## config.mk

```make
export PLATFORM = sky130hd
export DESIGN_NAME = dibc_device_flat
export DESIGN_NICKNAME = d
export VERILOG_FILES = /design/src/include/dibc_pkg.sv /design/src/include/dibc_if.sv /design/src/rtl/dibc_device.sv /design/src/flat_wrapper.sv
export SDC_FILE = /design/constraint.sdc
export NUM_CORES = 1
export LEC_CHECK = 0
export BUFFER_PORTS_ARGS = -buffer_cell sky130_fd_sc_hd__buf_2
export CAP_MARGIN = 40
export CORE_MARGIN = 3
export CORE_UTILIZATION = 30
export CTS_CLUSTER_SIZE = 30
export DETAILED_ROUTE_END_ITERATION = 16
export GPL_ROUTABILITY_DRIVEN = 0
export SLEW_MARGIN = 0
export SYNTH_ARGS = -nofsm -noshare
export SYNTH_HDL_FRONTEND = slang
export SYNTH_SLANG_ARGS = --single-unit
```

## constraint.sdc

```tcl
create_clock -name clk_i -period 1.5 [get_ports clk_i]
set_input_delay 0 -clock clk_i [delete_from_list [all_inputs] [get_ports clk_i]]
set_output_delay 0 -clock clk_i [all_outputs]
set_load 0.01 [all_outputs]
```

## src/include/dibc_pkg.sv

```systemverilog
package dibc_pkg;
    // command codes
    localparam logic [7:0] CMD_NORMAL_DISPLAY = 8'h13;
    localparam logic [7:0] CMD_PARTIAL        = 8'h12;
    localparam logic [7:0] CMD_INV_DISABLE    = 8'h20;
    localparam logic [7:0] CMD_INV_ENABLE     = 8'h21;
    localparam logic [7:0] CMD_FORCE_BLACK    = 8'h22;
    localparam logic [7:0] CMD_FORCE_WHITE    = 8'h23;
    // widths
    localparam int PIXEL_W = 18;
    // wishbone register offsets (byte addresses)
    localparam logic [3:0] REG_CMD    = 4'h0;
    localparam logic [3:0] REG_STATUS = 4'h4;
    // status field positions
    localparam int ST_BUSY  = 0;
    localparam int ST_INV   = 1;
    localparam int ST_BLACK = 2;
    localparam int ST_WHITE = 3;
    localparam int ST_PTL   = 4;
    // strobe low phase and recovery, in clock cycles
    localparam int STROBE_LOW_CYC  = 2;
    localparam int STROBE_HIGH_CYC = 2;
    localparam logic [2:0] STROBE_CNT_RST = 3'h0;
    typedef enum logic [1:0] {DIBC_IDLE, DIBC_LOW, DIBC_HIGH} dibc_state_t;
endpackage : dibc_pkg

```

## src/include/dibc_if.sv

```systemverilog
`timescale 1ns/100ps
interface dibc_if;
    logic       data_command_select;
    logic       read_strobe_n;
    logic       write_strobe_n;
    logic [7:0] data;
    modport host (output data_command_select, output read_strobe_n, output write_strobe_n, output data);
    modport device (input data_command_select, input read_strobe_n, input write_strobe_n, input data);
endinterface : dibc_if

```

## src/rtl/dibc_device.sv

```systemverilog
`timescale 1ns/100ps
// How it works
// - code 20h, no parameters, leaves inversion
// - inversion off passes memory data unaltered
// - repeated disable changes nothing
// - code 21h, no parameters, enters inversion
// - inversion complements every pixel bit
// - inversion cleared only by 20h or reset
// - repeated enable changes nothing
// - code 22h, no parameters, forces black
// - black applies when awake, any display state
// - commands never touch frame memory
// - 20h/21h touch only inversion; 12h, 13h, 22h, 23h also clear black/white
// - white, normal or partial exits black
// - normal/partial exit shows memory again
// - force black ignored while inverted
// - code 23h forces white when awake
// - code 13h ends partial mode
module dibc_device (
    input  wire logic                          clk_i,
    input  wire logic                          rst_i,
    dibc_if.device                             bus,
    input  wire logic                          sleep_i,
    input  wire logic [dibc_pkg::PIXEL_W-1:0]  mem_pixel_i,
    output logic      [dibc_pkg::PIXEL_W-1:0]  panel_pixel_o,
    output logic                               inv_o,
    output logic                               black_o,
    output logic                               white_o,
    output logic                               partial_o
);
    // pin synchroniser stages; first stage feeds only the second
    logic                         dcs_s1_reg;
    logic                         dcs_s2_reg;
    logic                         rd_s1_reg;
    logic                         rd_s2_reg;
    logic                         wr_s1_reg;
    logic                         wr_s2_reg;
    logic                         wr_s3_reg;
    logic [7:0]                   dat_s1_reg;
    logic [7:0]                   dat_s2_reg;
    // mode flags and their next values
    logic                         inv_reg;
    logic                         inv_next;
    logic                         black_reg;
    logic                         black_next;
    logic                         white_reg;
    logic                         white_next;
    logic                         ptl_reg;
    logic                         ptl_next;
    // registered panel drive word
    logic [dibc_pkg::PIXEL_W-1:0] pix_reg;

    // true when a taken command carries the given code
    function automatic logic code_is(
        input logic       take,
        input logic [7:0] seen,
        input logic [7:0] code
    );
        code_is = take & (seen == code);
    endfunction : code_is

    // pixel source: overrides win over the memory word
    function automatic logic [dibc_pkg::PIXEL_W-1:0] drive_word(
        input logic                         blank,
        input logic                         flood,
        input logic                         invert,
        input logic [dibc_pkg::PIXEL_W-1:0] stored
    );
        if (blank) begin
            drive_word = '0;
        end else if (flood) begin
            drive_word = '1;
        end else if (invert) begin
            drive_word = ~stored;
        end else begin
            drive_word = stored;
        end
    endfunction : drive_word

    // select pin synchroniser
    always_ff @(posedge clk_i) begin
        dcs_s1_reg <= bus.data_command_select;
        dcs_s2_reg <= dcs_s1_reg;
    end

    // read strobe synchroniser
    always_ff @(posedge clk_i) begin
        rd_s1_reg <= bus.read_strobe_n;
        rd_s2_reg <= rd_s1_reg;
    end

    // write strobe synchroniser plus edge history stage
    always_ff @(posedge clk_i) begin
        wr_s1_reg <= bus.write_strobe_n;
        wr_s2_reg <= wr_s1_reg;
        wr_s3_reg <= wr_s2_reg;
    end

    // command byte synchroniser; stable long before the strobe rises
    always_ff @(posedge clk_i) begin
        dat_s1_reg <= bus.data;
        dat_s2_reg <= dat_s1_reg;
    end

    // command strobe on rising write edge, select low, read idle
    wire cmd_take = wr_s2_reg & ~wr_s3_reg & ~dcs_s2_reg & rd_s2_reg;
    wire is_off   = code_is(cmd_take, dat_s2_reg, dibc_pkg::CMD_INV_DISABLE);
    wire is_on    = code_is(cmd_take, dat_s2_reg, dibc_pkg::CMD_INV_ENABLE);
    wire is_black = code_is(cmd_take, dat_s2_reg, dibc_pkg::CMD_FORCE_BLACK) & ~inv_reg;
    wire is_white = code_is(cmd_take, dat_s2_reg, dibc_pkg::CMD_FORCE_WHITE);
    wire is_norm  = code_is(cmd_take, dat_s2_reg, dibc_pkg::CMD_NORMAL_DISPLAY);
    wire is_ptl   = code_is(cmd_take, dat_s2_reg, dibc_pkg::CMD_PARTIAL);
    wire awake    = ~sleep_i;

    // inversion flag: only its own two codes move it
    always_comb begin
        inv_next = inv_reg;
        if (is_on) begin
            inv_next = 1'b1;
        end else if (is_off) begin
            inv_next = 1'b0;
        end
    end

    // black override: set by its code, left by white, normal, partial
    always_comb begin
        black_next = black_reg;
        if (is_black) begin
            black_next = 1'b1;
        end else if (is_white | is_norm | is_ptl) begin
            black_next = 1'b0;
        end
    end

    // white override: set by its code, left by black, normal, partial
    always_comb begin
        white_next = white_reg;
        if (is_white) begin
            white_next = 1'b1;
        end else if (is_black | is_norm | is_ptl) begin
            white_next = 1'b0;
        end
    end

    // partial flag: set by its code, cleared by normal
    always_comb begin
        ptl_next = ptl_reg;
        if (is_ptl) begin
            ptl_next = 1'b1;
        end else if (is_norm) begin
            ptl_next = 1'b0;
        end
    end

    // inversion flag register
    always_ff @(posedge clk_i) begin
        if (rst_i) begin
            inv_reg <= 1'b0;
        end else begin
            inv_reg <= inv_next;
        end
    end

    // black flag register
    always_ff @(posedge clk_i) begin
        if (rst_i) begin
            black_reg <= 1'b0;
        end else begin
            black_reg <= black_next;
        end
    end

    // white flag register
    always_ff @(posedge clk_i) begin
        if (rst_i) begin
            white_reg <= 1'b0;
        end else begin
            white_reg <= white_next;
        end
    end

    // partial flag register
    always_ff @(posedge clk_i) begin
        if (rst_i) begin
            ptl_reg <= 1'b0;
        end else begin
            ptl_reg <= ptl_next;
        end
    end

    // memory read path only; no write path exists, overrides need awake
    wire [dibc_pkg::PIXEL_W-1:0] pix_next = drive_word(black_reg & awake,
                                                       white_reg & awake,
                                                       inv_reg,
                                                       mem_pixel_i);

    // panel word register
    always_ff @(posedge clk_i) begin
        if (rst_i) begin
            pix_reg <= '0;
        end else begin
            pix_reg <= pix_next;
        end
    end

    assign panel_pixel_o = pix_reg;
    assign inv_o         = inv_reg;
    assign black_o       = black_reg;
    assign white_o       = white_reg;
    assign partial_o     = ptl_reg;
endmodule : dibc_device

```

## src/flat_wrapper.sv

```systemverilog
// flat-port wrapper written by rule: the top's interface ports become plain ports
module dibc_device_flat 
  (clk_i, rst_i, sleep_i, mem_pixel_i, panel_pixel_o, inv_o, black_o, white_o, partial_o, bus_data_command_select, bus_read_strobe_n, bus_write_strobe_n, bus_data);
  dibc_if bus_i ();
  input  wire logic clk_i;
  input  wire logic rst_i;
  input  wire logic sleep_i;
  input  wire logic [dibc_pkg::PIXEL_W-1:0] mem_pixel_i;
  output logic      [dibc_pkg::PIXEL_W-1:0] panel_pixel_o;
  output logic inv_o;
  output logic black_o;
  output logic white_o;
  output logic partial_o;
  input wire logic [$bits(bus_i.data_command_select)-1:0] bus_data_command_select;
  input wire logic [$bits(bus_i.read_strobe_n)-1:0] bus_read_strobe_n;
  input wire logic [$bits(bus_i.write_strobe_n)-1:0] bus_write_strobe_n;
  input wire logic [$bits(bus_i.data)-1:0] bus_data;
  assign bus_i.data_command_select = bus_data_command_select;
  assign bus_i.read_strobe_n = bus_read_strobe_n;
  assign bus_i.write_strobe_n = bus_write_strobe_n;
  assign bus_i.data = bus_data;
  dibc_device u_core (.clk_i(clk_i), .rst_i(rst_i), .bus(bus_i), .sleep_i(sleep_i), .mem_pixel_i(mem_pixel_i), .panel_pixel_o(panel_pixel_o), .inv_o(inv_o), .black_o(black_o), .white_o(white_o), .partial_o(partial_o));
endmodule
```

### After elaboration in Yosys (flattened, before gate mapping)

Index checks and enable logic that the tools add are counted.

| cells by class | value |
|---|---|
| eq/ne operators | 6 |
| multiplexer cells | 10 |
| bitwise operators | 21 |
| reduce and logical (&&, ||, !) cells | 5 |

Operator list:

| operator | number |
|---|---|
| 18-bit 2-to-1 mux | 2 |
| 8-bit by 6-bit equality test with 1-bit output, second input constant | 4 |
| 18-bit inverter | 1 |
| 8-bit by 5-bit equality test with 1-bit output, second input constant | 2 |
| 1-bit bitwise AND | 12 |
| 1-bit 2-to-1 mux | 8 |
| 2-bit nonzero test | 4 |
| 1-bit inverter | 4 |
| 1-bit bitwise OR | 4 |
| 2-bit OR reduction | 1 |

| storage, ports and cells | value |
|---|---|
| register bits after elaboration | 45 |
| input port bits | 32 |
| output and inout bits | 22 |
| word-level logic and storage cells | 56 |

### Depth between registers and ports, before layout

| logic depth | value |
|---|---|
| word-level depth | 10 |
| mapped depth | 5 |

### Worst setup path before layout

No wires, ideal clock.

| timing | value |
|---|---|
| path kind | register -> register |
| start | reg u_core.dcs_s2_reg |
| end | reg u_core.black_reg (netlist: u_core.black_o) |
| library setup time | 0.117 ns |
| arrival | 1.029 ns |
| setup slack | 0.354 ns |
| stages on the path, launching flop included | 5 |
| buffers on the path | 0 |
| clock period less this slack | 1.146 ns |
| cell sequence | dfxtp_1 -> and4bb_1 -> and3_4 -> a31oi_1 -> a32o_1 |

| on the way | value |
|---|---|
| cells in the longest elaborated chain, start to end | 7 |
| elaborated cells between the ends (all ways) | 12 |
| classes of those cells | 1 x mux; 10 x bitwise; 1 x reduce/logical |

Ends and longest elaborated chain:

| element | line | text |
|---|---|---|
| start: declaration | dibc_device.sv:33 | `logic dcs_s2_reg;` |
| start signal: assignment | dibc_device.sv:83 | `dcs_s2_reg <= dcs_s1_reg;` |
| 1-bit inverter (*) | dibc_device.sv:106 | `wire cmd_take = wr_s2_reg & ~wr_s3_reg & ~dcs_s2_reg & rd_s2_reg;` |
| 1-bit bitwise AND (*) (2 in a row) | dibc_device.sv:106 |  |
| 1-bit bitwise AND | dibc_device.sv:59 | `code_is = take & (seen == code);` |
| 1-bit bitwise OR (2 in a row) | dibc_device.sv:130 | `end else if (is_white \| is_norm \| is_ptl) begin` |
| 2-bit nonzero test (no source line) | -- |  |
| end signal: assignment | dibc_device.sv:169 | `black_reg <= black_next;` |
| end: declaration | dibc_device.sv:44 | `logic black_reg;` |

Mark *: on every way between the ends. The rest lies on a longest branch, timed or not.
A chain may end at the register's enable or synchronous reset.

### Worst setup path in the final report

Same ends and word-level chain as after synthesis.

==> run metrics <==
outcome completed; Die Wd between 70 and 80 µm; nets between 200 and 250; fin area 0.00202 mm²; Root Buffer clkbuf_8; critical path required time roughly 1.7 ns; Cell variety after synth 25; Reg clk slew, reported paths roughly 0.080 ns; syn_nets 141; Stages on worst setup path 4; crit end category flip-flop; mapped cell area roughly 0.0014 mm²; layout cell share with drive strength beyond 1 0.359; Clk pwr share 0.341; Initial Util 0.325; maxcap violations 0; Reg area ~900 µm²; Inserted Diodes 0; ranking of synthesized cells by area dfxtp_1, xnor2_1, a21oi_1; Area Overhead vs Synth 48.0%; fraction of registers with async set/reset 0; PD cells 1100 mW/mm²; Skew-Pair Late Insertion Delay between 0.2 and 0.3 ns; max-slew violations 0; final WL around 2.7 mm; Tmin final approximately 1.2 ns; Max FO, Critical Path 4; sequential share of power 0.573; Rows 23; placed wire-length estimate about 1.9 mm; Reg-to-Reg Start u_core.dcs_s2_reg; DRC errors left 0; startpoint types flip-flop; register area share after synthesis 0.659; CP startpoint u_core.dcs_s2_reg; Worst R2R End u_core.black_o; vias per inst between 4 and 5; CP Capture Point u_core.black_o; sw frac 0.213; combinational power share 0.086; Max-Slew Margin vs Limit 0.617; post-synth top area cell dfxtp_1; port bufs 53; crit path kind reg2reg; Worst Tran Pin Value around 0.57 ns; 1st-iter DRT viols 29; initial antenna violation count 0; setup ws final 0.266 ns; first-pass GRT wire length 4.34 mm; P_leak approximately 0.90 nW; FF-to-FF path depth 4; Tightest Hold Check Type in2reg; total CTS buffers 5; Die H 73.5 µm; area of the multi-input gates between 400 and 500 µm²; I/O Pins 54; final number of hold-violating endpoints 0; Mapped Cells 109; area post-placement roughly 0.0017 mm²; CTS tree yes; cell family with most CP delay simple AND/OR/NAND/NOR gates; Most used DFF post-synth dfxtp_1; CTS max path bufs 2; Fill cells 394; Buf/Inv on CP 0; peak supply drop around 0.67 mV; Seq cells post-synth 45; Post-synth top cells dfxtp_1, a21oi_1, xnor2_1, nor2_1, buf_2; number of global-route vias before repair ~1,000; H-tree Lvls 2; total grt overflow 0; DRT antenna net count 0; internal power approximately 0.0017 W; RSZ-0062 raised after global routing false; DR WL/cell 11.1 µm; number of synthesized flops with an enable pin 0; Period Utilization, post-route 0.823; Final Skew 0.00722 ns; Syn Area/Cell between 10 and 15 µm²; setup TNS 0 ns; Yosys warnings 0; Largest stage delay, worst path approximately 0.3 ns; GRT Overall Usage 0.108; Core Area 0.00420 mm²; TritonRoute pass-1 iters 2; area share of the largest cell type after synthesis 0.659; Place WS approximately 0.27 ns; Die ar. around 0.0054 mm²; pin count of the biggest net entering global routing 19; Largest register FFs 18; f_max between 0.8 and 0.9 GHz; Setup Fix Bufs, Post-CTS 0; critical-path cell list and4bb_1, and3_4, a31oi_1, a32o_1; Crit-path slowest cell dfxtp_1; WP data arrival ~1.4 ns; most common cell in the netlist dfxtp_1; via count between 1,000 and 1,500; sw power around 0.00047 W; Final Setup Violations 0; clk sinks between 40 and 50; Worst R2R Setup Slack roughly 0.27 ns
-- area by class of cell --
cell class | count | share of cell area
clock buffers | 6 | 0.0408
repair buffers | 80 | 0.262
well taps | 50 | 0.0309
multi-input cells | 58 | 0.212
clock inverters | 2 | 0.00681
flip-flops and latches | 45 | 0.446
inverters | 1 | 0.00186
-- logic make-up after synthesis --
kind of cell              synth area share
DFF                                  0.659
AOI/OAI and AO/OA                    0.112
xor gates and xnor gates             0.115
and+or+nand+nor                     0.0787
buffers and inverters               0.0275
muxes                              0.00733
-- repair_timing --
item                                   CTS  global route
resized for setup                        0             0
hold buffers                            23             2
endpoints found under the hold margin   24             2
setup endpoints to repair                0             0
-- how the worst min path moves through the flow --
stage                               start                       end  slack (ns)  cells past startpoint
after floorplan               bus_data[0]      u_core.dat_s1_reg[0]        0.03                      0
after global placement        bus_data[5]      u_core.dat_s1_reg[5]        0.10                      1
after detailed placement      bus_data[6]      u_core.dat_s1_reg[6]        0.10                      1
after CTS                 mem_pixel_i[10]  u_core.panel_pixel_o[10]       0.003                      3
after global routing      mem_pixel_i[10]  u_core.panel_pixel_o[10]       0.008                      3
final                     mem_pixel_i[14]  u_core.panel_pixel_o[14]       0.004                      3
-- layer usage --
metal	wire, µm	share of wire	GRT usage	vias up
met5	0	0	0	-
met4	39	0.015	0.0523	0
met3	254	0.095	0.0575	6
met2	1350	0.50	0.187	38
met1	1040	0.39	0.103	441
li1	-	-	-	527
-- metrics by stage --
step | utilization | instances | power, W | hold WS [ns]
2_1_floorplan | - | 109 | 0.00136 | 0.0277
3_3_place_gp | 0.399 | 209 | 0.00144 | 0.102
3_5_place_dp | 0.399 | 209 | 0.00144 | 0.104
4_1_cts | 0.476 | 240 | 0.00224 | 0.00345
5_1_grt | 0.481 | 242 | 0.00234 | 0.00822
6_report | 0.481 | 242 | 0.00222 | 0.00370
-- layout by cell type, fill, tap and decap left out, drive strengths merged, types with 2 or more instances in the layout --
cell type,synthesis,final
a32o,2,2
a21oi,19,19
dlygate4sd3,0,25
xnor2,18,18
clkinv,0,2
dfxtp,45,45
nor2,4,4
buf,4,55
clkbuf,1,6
-- worst reg2reg max path: stages, from the launching register on --
cell and delay, ns:
dfxtp_1 0.30, and4bb_1 0.28, and3_4 0.22, a31oi_1 0.11, a32o_1 0.22
-- power groups by stage --
stage / clock, W / combinational (W) / sequential (W)
after detailed placement: 0 / 0.000143 / 0.00130
after global routing: 0.000849 / 0.000209 / 0.00128
after global placement: 0 / 0.000139 / 0.00130
final: 0.000756 / 0.000191 / 0.00127
after floorplan: 0 / 0.0000524 / 0.00131
after CTS: 0.000785 / 0.000189 / 0.00127
No activity file was read; power rests on OpenSTA's default activity.
